$ cat config.mk
export PLATFORM = sky130hd
export DESIGN_NAME = vrs_video_ctrl
export DESIGN_NICKNAME = d
export VERILOG_FILES = /design/src/vrs_pkg.sv /design/src/vrs_sync_edge.sv /design/src/vrs_video_ctrl.sv
export SDC_FILE = /design/constraint.sdc
export NUM_CORES = 1
export LEC_CHECK = 0
export BUFFER_PORTS_ARGS = -buffer_cell sky130_fd_sc_hd__buf_4
export CAP_MARGIN = 20
export CORE_MARGIN = 2
export CORE_UTILIZATION = 50
export CTS_CLUSTER_SIZE = 24
export DETAILED_ROUTE_END_ITERATION = 10
export PLACE_DENSITY = 0.8
export SYNTH_ARGS = -nofsm -noshare
export SYNTH_HDL_FRONTEND = slang
export SYNTH_SLANG_ARGS = --single-unit
$ cat constraint.sdc
create_clock -name sys_clk_in -period 4 [get_ports sys_clk_in]
set_input_delay 0.6 -clock sys_clk_in [delete_from_list [all_inputs] [get_ports sys_clk_in]]
set_output_delay 0.6 -clock sys_clk_in [all_outputs]
set_load 0.03 [all_outputs]
$ cat src/vrs_pkg.sv
// Package: register map, field layout and reset values of the video refresh block
package vrs_pkg;
    // ==========================================================
    // Register addresses (bit addresses, as software issues them)
    localparam logic [31:0] VRS_ADDR_CTRL = 32'hc0000080;
    localparam logic [31:0] VRS_ADDR_LEGACY = 32'hc00001e0;
    localparam logic [31:0] VRS_ADDR_STEP_LO = 32'hc0000240;
    localparam logic [31:0] VRS_ADDR_STEP_HI = 32'hc0000250;
    // ==========================================================
    // Video control word fields
    localparam int VRS_HSD_BIT = 0;
    localparam int VRS_VSD_BIT = 1;
    localparam int VRS_CSD_BIT = 2;
    localparam int VRS_CVD_BIT = 3;
    localparam int VRS_SSV_BIT = 6;
    localparam int VRS_VCE_BIT = 7;
    localparam int VRS_CST_BIT = 11;
    localparam int VRS_SRE_BIT = 12;
    localparam int VRS_NIL_BIT = 14;
    localparam int VRS_ENV_BIT = 15;
    localparam logic [15:0] VRS_CTRL_MASK = 16'hd8cf;
    // ==========================================================
    // Display step word fields
    localparam int VRS_ZOOM_W = 5;
    localparam int VRS_STEP_LSB = 5;
    localparam int VRS_STEP_W = 27;
    // ==========================================================
    // Reset values
    localparam logic [15:0] VRS_CTRL_RST = 16'h0000;
    localparam logic [15:0] VRS_LEGACY_RST = 16'h0000;
    localparam logic [31:0] VRS_STEP_RST = 32'h00000000;
    localparam logic [VRS_ZOOM_W-1:0] VRS_RPT_RST = 5'h00;
endpackage : vrs_pkg

$ cat src/vrs_sync_edge.sv
// Two-flop synchroniser with start-of-pulse detect for an active-low sync pin
`timescale 1ns/1ps
`default_nettype none
module vrs_sync_edge (
    input wire logic sys_clk_in,
    input wire logic arst_n_in,
    input wire logic pin_n_in,
    output logic start_out
);
    logic meta_r;
    logic sync_r;
    logic prev_r;

    // ==========================================================
    // Synchroniser; only the second stage is looked at
    always_ff @(posedge sys_clk_in or negedge arst_n_in) begin
        if (!arst_n_in) begin
            meta_r <= 1'b1;
            sync_r <= 1'b1;
            prev_r <= 1'b1;
            start_out <= 1'b0;
        end else begin
            meta_r <= pin_n_in;
            sync_r <= meta_r;
            prev_r <= sync_r;
            start_out <= prev_r & ~sync_r;
        end
    end
endmodule : vrs_sync_edge
`default_nettype wire

$ cat src/vrs_video_ctrl.sv
// Video control word, display step word, sync pin control and refresh address stepping
// How it works
// Step word: line-repeat code in bits 0-4, refresh row step in 5-31.
// Step word reached as 32 bits or low half at 240h, high half 250h.
// Zero code shows lines once; single bit 4..0 repeats 2,4,8,16,32 times.
// Software should clear line-repeat counter when changing code with video on.
// After each blanking refresh, add refresh row step to next refresh address.
// With zoom n, advance next refresh address only every nth refresh.
// Interlaced video advances next refresh address by twice the step.
// Legacy display word stores 16 bits and steers nothing.
// Control word fields at bits 0-3, 6, 7, 11, 12, 14, 15.
// Horizontal sync input: pulse start loads horizontal counter from preset.
// External horizontal pulse starts horizontal and composite intervals unless running.
// Horizontal direction 1 drives horizontal sync from timing values.
// Control bit 1 sets vertical sync direction; 0 is input.
// Vertical sync input: pulse start loads vertical counter, starts vertical interval.
// Vertical direction 1 drives vertical sync from timing values.
// Reserved control bits ignore writes and read as zero.
`timescale 1ns/1ps
`default_nettype none
module vrs_video_ctrl #(
    parameter int CNT_W = 16
) (
    input wire logic sys_clk_in,
    input wire logic arst_n_in,
    input wire logic [31:0] reg_addr_in,
    input wire logic reg_wr_in,
    input wire logic reg_rd_in,
    input wire logic reg_wide_in,
    input wire logic [31:0] reg_wdata_in,
    output logic [31:0] reg_rdata_out,
    input wire logic [CNT_W-1:0] horiz_preset_in,
    input wire logic [CNT_W-1:0] horiz_total_in,
    input wire logic [CNT_W-1:0] horiz_sync_end_in,
    input wire logic [CNT_W-1:0] vert_preset_in,
    input wire logic [CNT_W-1:0] vert_total_in,
    input wire logic [CNT_W-1:0] vert_sync_end_in,
    input wire logic [31:0] refresh_start_in,
    input wire logic repeat_clear_in,
    input wire logic hsync_n_in,
    output logic hsync_n_out,
    output logic hsync_oe_out,
    input wire logic vsync_n_in,
    output logic vsync_n_out,
    output logic vsync_oe_out,
    output logic csync_n_out,
    output logic csync_oe_out,
    output logic refresh_strobe_out,
    output logic [31:0] next_refresh_address_out,
    output logic [vrs_pkg::VRS_ZOOM_W-1:0] line_repeat_counter_out,
    output logic [CNT_W-1:0] horizontal_counter_out,
    output logic [CNT_W-1:0] vertical_counter_out
);
    import vrs_pkg::*;

    logic [15:0] video_control_word_r;
    logic [15:0] legacy_display_word_r;
    logic [31:0] display_step_word_r;
    logic [CNT_W-1:0] horizontal_counter_r;
    logic [CNT_W-1:0] vertical_counter_r;
    logic hsync_act_r;
    logic vsync_act_r;
    logic csync_act_r;
    logic [31:0] next_refresh_address_r;
    logic [VRS_ZOOM_W-1:0] line_repeat_counter_r;

    // ==========================================================
    // Register decode
    wire sel_ctrl = reg_addr_in == VRS_ADDR_CTRL;
    wire sel_legacy = reg_addr_in == VRS_ADDR_LEGACY;
    wire sel_lo = reg_addr_in == VRS_ADDR_STEP_LO;
    wire sel_hi = reg_addr_in == VRS_ADDR_STEP_HI;
    wire wr_lo = reg_wr_in & sel_lo;
    wire wr_hi = reg_wr_in & ((sel_lo & reg_wide_in) | sel_hi);
    wire [15:0] hi_wdata = sel_hi ? reg_wdata_in[15:0] : reg_wdata_in[31:16];
    wire [31:0] step_rd = sel_hi ? {16'h0000, display_step_word_r[31:16]} :
        (reg_wide_in ? display_step_word_r : {16'h0000, display_step_word_r[15:0]});
    wire [31:0] rd_mux = sel_ctrl ? {16'h0000, video_control_word_r} :
        sel_legacy ? {16'h0000, legacy_display_word_r} :
        (sel_lo | sel_hi) ? step_rd : 32'h00000000;

    // ==========================================================
    // Control fields
    wire horiz_sync_direction = video_control_word_r[VRS_HSD_BIT];
    wire vert_sync_direction = video_control_word_r[VRS_VSD_BIT];
    wire composite_sync_direction = video_control_word_r[VRS_CSD_BIT];
    wire composite_video_disable = video_control_word_r[VRS_CVD_BIT];
    wire screen_refresh_enable = video_control_word_r[VRS_SRE_BIT];
    wire noninterlace_enable = video_control_word_r[VRS_NIL_BIT];
    wire env = video_control_word_r[VRS_ENV_BIT];
    wire [VRS_ZOOM_W-1:0] line_repeat_code = display_step_word_r[VRS_ZOOM_W-1:0];
    wire [VRS_STEP_W-1:0] refresh_row_step = display_step_word_r[31:VRS_STEP_LSB];

    // ==========================================================
    // Sync pin inputs
    logic ext_hstart;
    logic ext_vstart;

    vrs_sync_edge u_hsync_edge (
        .sys_clk_in(sys_clk_in),
        .arst_n_in(arst_n_in),
        .pin_n_in(hsync_n_in),
        .start_out(ext_hstart)
    );

    vrs_sync_edge u_vsync_edge (
        .sys_clk_in(sys_clk_in),
        .arst_n_in(arst_n_in),
        .pin_n_in(vsync_n_in),
        .start_out(ext_vstart)
    );

    wire hload = ext_hstart & ~horiz_sync_direction;
    wire vload = ext_vstart & ~vert_sync_direction;

    // ==========================================================
    // Video timing counters
    wire line_end = horizontal_counter_r == horiz_total_in;
    wire frame_end = line_end & (vertical_counter_r == vert_total_in);
    wire [CNT_W-1:0] horizontal_counter_nxt = hload ? horiz_preset_in :
        line_end ? '0 : horizontal_counter_r + 1'b1;
    wire [CNT_W-1:0] vertical_counter_nxt = vload ? vert_preset_in :
        frame_end ? '0 : (line_end ? vertical_counter_r + 1'b1 : vertical_counter_r);
    // Interval starts come from the own timing or from an external pulse, whichever is first
    wire hsync_act_nxt = (line_end | hload) ? 1'b1 :
        (horizontal_counter_r == horiz_sync_end_in) ? 1'b0 : hsync_act_r;
    wire csync_act_nxt = (line_end | hload) ? 1'b1 :
        (horizontal_counter_r == horiz_sync_end_in) ? 1'b0 : csync_act_r;
    wire vsync_act_nxt = (frame_end | vload) ? 1'b1 :
        (line_end & (vertical_counter_r == vert_sync_end_in)) ? 1'b0 : vsync_act_r;

    // ==========================================================
    // Refresh address stepping
    // Zoom factor n gives a compare limit of n-1 on the repeat counter
    function automatic logic [VRS_ZOOM_W-1:0] vrs_zoom_limit(input logic [VRS_ZOOM_W-1:0] code);
        case (code)
            5'h10: vrs_zoom_limit = 5'h01;
            5'h08: vrs_zoom_limit = 5'h03;
            5'h04: vrs_zoom_limit = 5'h07;
            5'h02: vrs_zoom_limit = 5'h0f;
            5'h01: vrs_zoom_limit = 5'h1f;
            default: vrs_zoom_limit = 5'h00;
        endcase
    endfunction : vrs_zoom_limit

    wire [VRS_ZOOM_W-1:0] zoom_limit = vrs_zoom_limit(line_repeat_code);
    // Address is tracked even with refresh cycles off, as long as video is on
    wire refresh_evt = line_end & env;
    wire repeat_done = line_repeat_counter_r >= zoom_limit;
    wire advance = refresh_evt & repeat_done;
    wire [31:0] step_eff = noninterlace_enable ? {5'h00, refresh_row_step} :
        {4'h0, refresh_row_step, 1'b0};
    wire [31:0] addr_nxt = frame_end ? refresh_start_in :
        advance ? next_refresh_address_r + step_eff : next_refresh_address_r;
    // A software clear of the counter is expected when the code changes with video on
    wire [VRS_ZOOM_W-1:0] rpt_nxt = (repeat_clear_in | frame_end | advance) ? VRS_RPT_RST :
        refresh_evt ? line_repeat_counter_r + 1'b1 : line_repeat_counter_r;

    // ==========================================================
    // Registers
    always_ff @(posedge sys_clk_in or negedge arst_n_in) begin
        if (!arst_n_in) begin
            video_control_word_r <= VRS_CTRL_RST;
            legacy_display_word_r <= VRS_LEGACY_RST;
            display_step_word_r <= VRS_STEP_RST;
            reg_rdata_out <= 32'h00000000;
        end else begin
            if (reg_wr_in & sel_ctrl) begin
                video_control_word_r <= reg_wdata_in[15:0] & VRS_CTRL_MASK;
            end
            if (reg_wr_in & sel_legacy) begin
                legacy_display_word_r <= reg_wdata_in[15:0];
            end
            if (wr_lo) begin
                display_step_word_r[15:0] <= reg_wdata_in[15:0];
            end
            if (wr_hi) begin
                display_step_word_r[31:16] <= hi_wdata;
            end
            if (reg_rd_in) begin
                reg_rdata_out <= rd_mux;
            end
        end
    end

    always_ff @(posedge sys_clk_in or negedge arst_n_in) begin
        if (!arst_n_in) begin
            horizontal_counter_r <= '0;
            vertical_counter_r <= '0;
            hsync_act_r <= 1'b0;
            vsync_act_r <= 1'b0;
            csync_act_r <= 1'b0;
        end else begin
            horizontal_counter_r <= horizontal_counter_nxt;
            vertical_counter_r <= vertical_counter_nxt;
            hsync_act_r <= hsync_act_nxt;
            vsync_act_r <= vsync_act_nxt;
            csync_act_r <= csync_act_nxt;
        end
    end

    always_ff @(posedge sys_clk_in or negedge arst_n_in) begin
        if (!arst_n_in) begin
            next_refresh_address_r <= 32'h00000000;
            line_repeat_counter_r <= VRS_RPT_RST;
            refresh_strobe_out <= 1'b0;
        end else begin
            next_refresh_address_r <= addr_nxt;
            line_repeat_counter_r <= rpt_nxt;
            refresh_strobe_out <= refresh_evt & screen_refresh_enable;
        end
    end

    // ==========================================================
    // Pin drivers, all registered
    always_ff @(posedge sys_clk_in or negedge arst_n_in) begin
        if (!arst_n_in) begin
            hsync_n_out <= 1'b1;
            hsync_oe_out <= 1'b0;
            vsync_n_out <= 1'b1;
            vsync_oe_out <= 1'b0;
            csync_n_out <= 1'b1;
            csync_oe_out <= 1'b0;
        end else begin
            hsync_n_out <= ~hsync_act_r;
            hsync_oe_out <= horiz_sync_direction;
            vsync_n_out <= ~vsync_act_r;
            vsync_oe_out <= vert_sync_direction;
            // Blanking mode shows the horizontal interval; composite mixes both
            csync_n_out <= composite_video_disable ? ~hsync_act_r : ~(csync_act_r ^ vsync_act_r);
            csync_oe_out <= composite_sync_direction;
        end
    end

    assign next_refresh_address_out = next_refresh_address_r;
    assign line_repeat_counter_out = line_repeat_counter_r;
    assign horizontal_counter_out = horizontal_counter_r;
    assign vertical_counter_out = vertical_counter_r;

    // ==========================================================
    // Checks
    a_lo_half_write: assert property (@(posedge sys_clk_in) disable iff (!arst_n_in)
        reg_wr_in & sel_lo & ~reg_wide_in |=> display_step_word_r[31:16] ==
        $past(display_step_word_r[31:16]) && display_step_word_r[15:0] ==
        $past(reg_wdata_in[15:0]))
        else $error("low half write disturbed high half");
    a_hi_half_write: assert property (@(posedge sys_clk_in) disable iff (!arst_n_in)
        reg_wr_in & sel_hi |=> display_step_word_r[31:16] == $past(reg_wdata_in[15:0]))
        else $error("high half write not stored");
    a_reserved_zero: assert property (@(posedge sys_clk_in) disable iff (!arst_n_in)
        reg_rd_in & sel_ctrl |=> reg_rdata_out[10:8] == 3'h0 && reg_rdata_out[5:4] == 2'h0)
        else $error("reserved control bits read nonzero");
    a_legacy_inert: assert property (@(posedge sys_clk_in) disable iff (!arst_n_in)
        reg_rd_in & sel_legacy |=> reg_rdata_out == {16'h0000, $past(legacy_display_word_r)})
        else $error("legacy word readback wrong");
    a_ext_hload: assert property (@(posedge sys_clk_in) disable iff (!arst_n_in)
        ext_hstart & ~horiz_sync_direction |=> horizontal_counter_r == $past(horiz_preset_in) && hsync_act_r ##1
        hsync_n_out == 1'b0)
        else $error("external horizontal pulse not followed");
    a_ext_vload: assert property (@(posedge sys_clk_in) disable iff (!arst_n_in)
        ext_vstart & ~vert_sync_direction |=> vertical_counter_r == $past(vert_preset_in) && vsync_act_r)
        else $error("external vertical pulse not followed");
    a_hsync_dir: assert property (@(posedge sys_clk_in) disable iff (!arst_n_in)
        $rose(horiz_sync_direction) |=> hsync_oe_out ##1 hsync_oe_out == horiz_sync_direction)
        else $error("horizontal sync not driven");
    a_zoom_hold: assert property (@(posedge sys_clk_in) disable iff (!arst_n_in)
        refresh_evt & ~repeat_done & ~frame_end |=> $stable(next_refresh_address_r))
        else $error("address advanced inside repeat group");
    a_step_advance: assert property (@(posedge sys_clk_in) disable iff (!arst_n_in)
        advance & noninterlace_enable & ~frame_end |=> next_refresh_address_r ==
        $past(next_refresh_address_r) + {5'h00, $past(refresh_row_step)})
        else $error("noninterlaced step wrong");
    a_interlace_step: assert property (@(posedge sys_clk_in) disable iff (!arst_n_in)
        advance & ~noninterlace_enable & ~frame_end |=> next_refresh_address_r ==
        $past(next_refresh_address_r) + {4'h0, $past(refresh_row_step), 1'b0})
        else $error("interlaced step not doubled");
    a_zoom_once: assert property (@(posedge sys_clk_in) disable iff (!arst_n_in)
        refresh_evt & (line_repeat_code == 5'h00) |=> line_repeat_counter_r == VRS_RPT_RST)
        else $error("zero code still repeats lines");
    a_wide_write: assert property (@(posedge sys_clk_in) disable iff (!arst_n_in)
        reg_wr_in & sel_lo & reg_wide_in |=> display_step_word_r == $past(reg_wdata_in))
        else $error("wide step write not stored");
    a_ext_csync: assert property (@(posedge sys_clk_in) disable iff (!arst_n_in)
        ext_hstart & ~horiz_sync_direction |=> csync_act_r && hsync_act_r)
        else $error("external pulse did not start composite interval");
    a_vsync_dir: assert property (@(posedge sys_clk_in) disable iff (!arst_n_in)
        $rose(vert_sync_direction) |=> vsync_oe_out ##1 vsync_oe_out == vert_sync_direction)
        else $error("vertical sync not driven");
    a_csync_dir: assert property (@(posedge sys_clk_in) disable iff (!arst_n_in)
        $rose(composite_sync_direction) |=> csync_oe_out)
        else $error("composite sync not driven");
    // Edges on a pin the device drives itself must leave both counters running freely
    a_hsync_ignored: assert property (@(posedge sys_clk_in) disable iff (!arst_n_in)
        ext_hstart & horiz_sync_direction & ~line_end |=> horizontal_counter_r == $past(horizontal_counter_r) + 1'b1)
        else $error("horizontal pulse taken while driving");
    a_vsync_ignored: assert property (@(posedge sys_clk_in) disable iff (!arst_n_in)
        ext_vstart & vert_sync_direction & ~line_end |=> vertical_counter_r == $past(vertical_counter_r))
        else $error("vertical pulse taken while driving");
    a_rpt_clear: assert property (@(posedge sys_clk_in) disable iff (!arst_n_in)
        repeat_clear_in |=> line_repeat_counter_r == VRS_RPT_RST)
        else $error("repeat counter not cleared");
    a_strobe_gate: assert property (@(posedge sys_clk_in) disable iff (!arst_n_in)
        refresh_strobe_out |-> $past(screen_refresh_enable) && $past(env))
        else $error("refresh strobe without enables");
endmodule : vrs_video_ctrl
`default_nettype wire

Word-level counts from Yosys, hierarchy flattened
Index checks and enable logic that the tools add are counted.
- logic and storage cells: 99
- output and inout port bits: 108
- input port bits: 200
- register bits: 176
- eq/ne operators: 13
- reduce and logical (&&, ||, !) cells: 5
- multiplexer cells: 22
- add/subtract/negate cells: 4
- bitwise logic cells: 28
- order comparisons: 1
- operator list (kind ; number):
    $mux 32 ; 7
    $eq 32x32->1 const B ; 4
    $mux 16 ; 6
    $eq 16x16->1 ; 4
    $add 16x1->16 const B ; 2
    $add 32x28->32 ; 1
    $mux 28 ; 1
    $pmux 5 s5 ; 1
    $and 1x1->1 ; 14
    $mux 5 ; 2
    $reduce_bool 2->1 ; 4
    $not 1->1 ; 7
    $or 1x1->1 ; 6
    $add 5x1->5 const B ; 1
    $eq 5x1->1 const B ; 1
    $eq 5x2->1 const B ; 1
    $eq 5x3->1 const B ; 1
    $eq 5x4->1 const B ; 1
    $eq 5x5->1 const B ; 1
    $ge 5x5->1 ; 1
    $mux 1 ; 5
    $reduce_bool 3->1 ; 1
    $xor 1x1->1 ; 1

Depth between registers and ports, before layout
- word-level depth: 6
- mapped depth: 16
- depth with buffers taken out: 13

Modules after synthesis
A second synthesis with hierarchy kept.
- cells, all modules: 1143
- area total of the unflattened synthesis: 10785.3 µm²
- by module, submodules not included (module ; seq. area each (µm²) ; area an instance (µm²) ; times used ; cells each):
    vrs_video_ctrl ; 4207.8 ; 10550.1 ; 1 ; 1133
    vrs_sync_edge ; 103.8 ; 117.6 ; 2 ; 5

Worst setup path after synthesis
Ideal clock, no wire load.
- path type: register -> register
- start: reg video_control_word_r[14]
- end: reg next_refresh_address_r[31] (netlist: next_refresh_address_out[31])
- data arrival time: 3.066 ns
- path buffers: 2
- library setup time: 0.069 ns
- clock period less this slack: 3.135 ns
- required time: 3.931 ns
- stages on the path, launching flop included: 12
- slack: 0.865 ns
- cell sequence: dfrtp_1 > clkbuf_1 > mux2_2 > ha_1 > buf_4 > and3_1 > nand4_1 > or4_1 > o21ai_2 > o31ai_2 > or4_1 > nand3_1
- cells in the longest elaborated chain, start to end: 4
- ends and longest elaborated chain (what ; line ; source):
    start, declared ; vrs_video_ctrl.sv:56 ; logic [15:0] video_control_word_r;
    start signal, assigned ; vrs_video_ctrl.sv:169 ; video_control_word_r <= reg_wdata_in[15:0] & VRS_CTRL_MASK;
    $mux 28 ; vrs_video_ctrl.sv:151 ; wire [31:0] step_eff = noninterlace_enable ? {5'h00, refresh_row_step} :
    $add 32x28->32 ; vrs_video_ctrl.sv:154 ; advance ? next_refresh_address_r + step_eff : next_refresh_address_r;
    $mux 32 ; vrs_video_ctrl.sv:154 ;
    $mux 32 ; vrs_video_ctrl.sv:153 ; wire [31:0] addr_nxt = frame_end ? refresh_start_in :
    end signal, assigned ; vrs_video_ctrl.sv:208 ; next_refresh_address_r <= addr_nxt;
    end, declared ; vrs_video_ctrl.sv:64 ; logic [31:0] next_refresh_address_r;
Every way passes these cells. The select of a mux whose other input is x is not followed.
A chain may end at the register's enable or synchronous reset.

Final worst setup path
- start: reg display_step_word_r[0]
- end: reg next_refresh_address_r[28] (netlist: next_refresh_address_out[28])
- cells in the longest elaborated chain, start to end: 5
- elaborated cells on any way between the ends: 9
- those cells by class: 1 x order compare; 5 x eq/ne; 1 x mux; 1 x bitwise; 1 x reduce/logical
- ends and longest elaborated chain (what ; line ; source):
    start, declared ; vrs_video_ctrl.sv:58 ; logic [31:0] display_step_word_r;
    start signal, assigned ; vrs_video_ctrl.sv:175 ; display_step_word_r[15:0] <= reg_wdata_in[15:0];
    $eq 5x1->1, or another cell as far along ; vrs_video_ctrl.sv:136 ; case (code)
    $pmux 5 s5 * ; vrs_video_ctrl.sv:136 ;
    $ge 5x5->1 * ; vrs_video_ctrl.sv:149 ; wire repeat_done = line_repeat_counter_r >= zoom_limit;
    $and 1x1->1 * ; vrs_video_ctrl.sv:150 ; wire advance = refresh_evt & repeat_done;
    $reduce_bool 2->1 (no line) * ; n/a ;
Every way passes the cells marked *; elsewhere a longest branch is shown, timed or not.

==> out/results.tsv <==
metric	value	unit
areal power density over the cells	313	nW/um^2
startpoint class of the critical path	flop	
drt first-iter violations	810	
vias after detailed routing	10059	
cell type with the highest aggregate area in the netlist	sky130_fd_sc_hd__dfrtp_1	
result of the run	finished, final reports clean	
worst-margin pin slew	0.934	ns
worst slew slack as a fraction of its limit	0.377	
number of nets still failing antenna checks after routing	0	
final setup violation count	0	
initial cell density of the core	0.504	
worst hold path type	input pin to asynchronous set/reset pin	
YS warnings	0	
total of max-cap violations	0	
clock sink count	176	
most used flip-flop cell after synthesis	sky130_fd_sc_hd__dfrtp_1	
P&R area growth vs syn	29.0	%
post-detailed-route DRC marker count	0	
fin nets	1665	
Via density	5.84	
placed wire-length estimate	25400	um
max frequency	280	MHz
arrival time at the worst endpoint	3.93	ns
CTS tree	yes	
final WL	33600	um
CP Capture Type	flop	
die outline width	152	um
count of distinct cell types in the synthesized netlist	72	
number of global-route vias before repair	9653	
async set-or-reset flop fraction in the synthesized netlist	1.00	
biggest cell delay along the critical path	0.69	ns
maximum vdd ir drop	0.292	mV
number of enable-type register cells in the synthesized netlist	0	
maximum number of pins on one net before global-route repair	96	
cts-stage hold buffer count	0	
post-route minimum period	3.57	ns
synthesized netlist cell count	1148	
Netlist Area Pre-Place	10900	sq um
critical-path cell list	or4b_2 > o21ai_0 > nand2b_1 > ha_1 > a21o_1 > a31oi_1 > o21ai_0 > and3_1 > nor2_1 > a22oi_1 > nand3_1	
Hold Violations, Final	0	
Post-CTS Repair Setup Buffers	0	
top cells by count, synth	167 x sky130_fd_sc_hd__dfrtp_1, 104 x sky130_fd_sc_hd__nand2_1, 85 x sky130_fd_sc_hd__nor2_1, 75 x sky130_fd_sc_hd__mux2_2, 64 x sky130_fd_sc_hd__o21ai_0	
Worst Path Required	4.37	ns
overall die area	23000	sq um
Resize count post-CTS	0	
top post-synthesis cells by area	sky130_fd_sc_hd__dfrtp_1 38%, sky130_fd_sc_hd__mux2_2 7.8%, sky130_fd_sc_hd__xnor2_1 4.5%	
Pre-antenna DRT Iters	5	
Root Driver	sky130_fd_sc_hd__clkbuf_16	
Worst Path Class, Setup	flop to flop	
row cnt	54	
global-route wire length before repair	51700	um
RSZ-0062 raised after global routing	no	
top-level port count	308	
cell seen most often among critical-path stages	sky130_fd_sc_hd__o21ai_0	
cell with the largest stage delay on the worst path	sky130_fd_sc_hd__or4b_2	
total congestion overflow	0	
worst-case hold slack	0.229	ns
insertion delay to the later sink of the worst-skew pair	0.43	ns
share of post-route cells with drive strength above 1	0.322	
Core Region	21600	sq um
clock input transition at the sequential cells of the worst setup and hold paths	0.07	ns
antenna violations before repair	0	
global placement routability congestion	0.994	
mean cell area of the mapped netlist	9.49	sq um
number of clock buffers inserted by TritonCTS	17	
fin crit share	0.892	
number of register bits inferred by synthesis	176	
Static Leakage	6.75	nW
depth of the CTS H-tree	4	
global-route usage over all layers	0.289	
area share of the largest cell type after synthesis	0.384	
Power, Total	0.00441	W
input/output buffers	307	
most repeated cell in the gate-level netlist after synthesis	sky130_fd_sc_hd__dfrtp_1	
final clock skew	0.0128	ns
instance count after placement with tap cells included	1689	
non-filler instance count after layout	1722	
total nets after synthesis	1385	
die outline height	152	um
Final TNS setup	0	ns
maximum buffer depth of the clock tree	2	
average wire length per cell after detail routing	19.5	um
portion of the post-synthesis area used by sequential elements	0.405	
fin. max-slew vios	0	
Max FO, Critical Path	12	
[path summary, 6_finish.rpt]
check	from	to	slack, ns	depth (start not counted)
setup / recovery	display_step_word_r[0]$_DFFE_PN0P_	next_refresh_address_out[28]$_DFFE_PN0P_	0.43	11
hold / removal	arst_n_in	reg_rdata_out[2]$_DFFE_PN0P_	0.23	1
setup reg to reg	display_step_word_r[0]$_DFFE_PN0P_	next_refresh_address_out[28]$_DFFE_PN0P_	0.43	11
hold reg to reg	u_vsync_edge.meta_r$_DFF_PN1_	u_vsync_edge.sync_r$_DFF_PN1_	0.36	0
max in group asynchronous	arst_n_in	legacy_display_word_r[10]$_DFFE_PN0P_	2.80	2
min in group sys_clk_in	vsync_n_in	u_vsync_edge.meta_r$_DFF_PN1_	0.27	1
[critical path: cells and delay by family, from the launching register on]
kind | cells | cell delay, ns
AO/OA/AOI/OAI | 5 | 0.84
adder cells (fa/ha/maj) | 1 | 0.19
AND/OR/NAND/NOR | 5 | 1.97
flip-flops | 1 | 0.50
[where the power goes]
| part | internal, W | switching, W | total (W) |
|---|---|---|---|
| Sequential | 0.00185 | 0.000145 | 0.00199 |
| Combinational | 0.000367 | 0.000380 | 0.000747 |
| Clock | 0.000844 | 0.000820 | 0.00166 |
[per-layer routing]
| metal | track usage | up-vias | routed length, um |
|---|---|---|---|
| met5 | 0 | - | 0 |
| met4 | 0.108 | 0 | 1060 |
| met3 | 0.0407 | 73 | 2570 |
| met2 | 0.474 | 426 | 16400 |
| met1 | 0.392 | 4838 | 13600 |
| li1 | - | 4722 | - |
[flip-flops by register name, summed over array words and instances, names as in the netlist, 5 cells and up]
register / flops
next_refresh_address_out: 32
reg_rdata_out: 32
video_control_word_r: 10
display_step_word_r: 32
horizontal_counter_out: 16
legacy_display_word_r: 16
line_repeat_counter_out: 5
vertical_counter_out: 16
[cell families after synthesis]
logic type,Yosys count,synth area share
AOI/OAI and AO/OA,277,0.168
xor gates and xnor gates,103,0.0828
adders and majority gates,37,0.0432
buffers and inverters,99,0.0374
DFF,176,0.405
muxes,97,0.0977
and+or+nand+nor,359,0.165
[layout make-up]
type                    instances  area (sq um)
diodes                          1          2.50
clock buffers                  17           425
repair buffers                330          2510
multi-input cells             873          6070
clock inverters                15           169
flip-flops and latches        176          4420
well taps                     280           350
inverters                      30           113
fillers                      1783          7570
[placed cells by master (no fill, tap or decap), types with 10 or more instances in the layout]
master	synthesis	layout
sky130_fd_sc_hd__a21o_1	15	15
sky130_fd_sc_hd__a21oi_1	48	48
sky130_fd_sc_hd__a22oi_1	39	39
sky130_fd_sc_hd__a31oi_1	26	26
sky130_fd_sc_hd__and2_1	15	14
sky130_fd_sc_hd__and3_1	17	17
sky130_fd_sc_hd__buf_4	3	327
sky130_fd_sc_hd__clkbuf_16	0	17
sky130_fd_sc_hd__dfrtp_1	167	167
sky130_fd_sc_hd__ha_1	36	36
sky130_fd_sc_hd__inv_1	30	30
sky130_fd_sc_hd__mux2_2	75	75
sky130_fd_sc_hd__mux2i_1	22	22
sky130_fd_sc_hd__nand2_1	104	104
sky130_fd_sc_hd__nand3_1	31	31
sky130_fd_sc_hd__nand4_1	27	27
sky130_fd_sc_hd__nor2_1	85	85
sky130_fd_sc_hd__nor3_1	15	15
sky130_fd_sc_hd__nor4_1	10	10
sky130_fd_sc_hd__o211ai_1	10	10
sky130_fd_sc_hd__o21ai_0	64	64
sky130_fd_sc_hd__o31ai_1	14	14
sky130_fd_sc_hd__xnor2_1	56	56
sky130_fd_sc_hd__xor2_1	47	47
[stage by stage]
step | instance area (sq um) | setup WS [ns] | util
final | 14100 | 0.433 | 0.650
after detailed placement | 13500 | 0.500 | 0.622
after global routing | 14100 | 0.208 | 0.650
after global placement | 13500 | 0.570 | 0.622
after floorplan | 10900 | 0.865 | -
after CTS | 14100 | 0.474 | 0.650
Note: power is estimated with default switching activity, not from simulation.
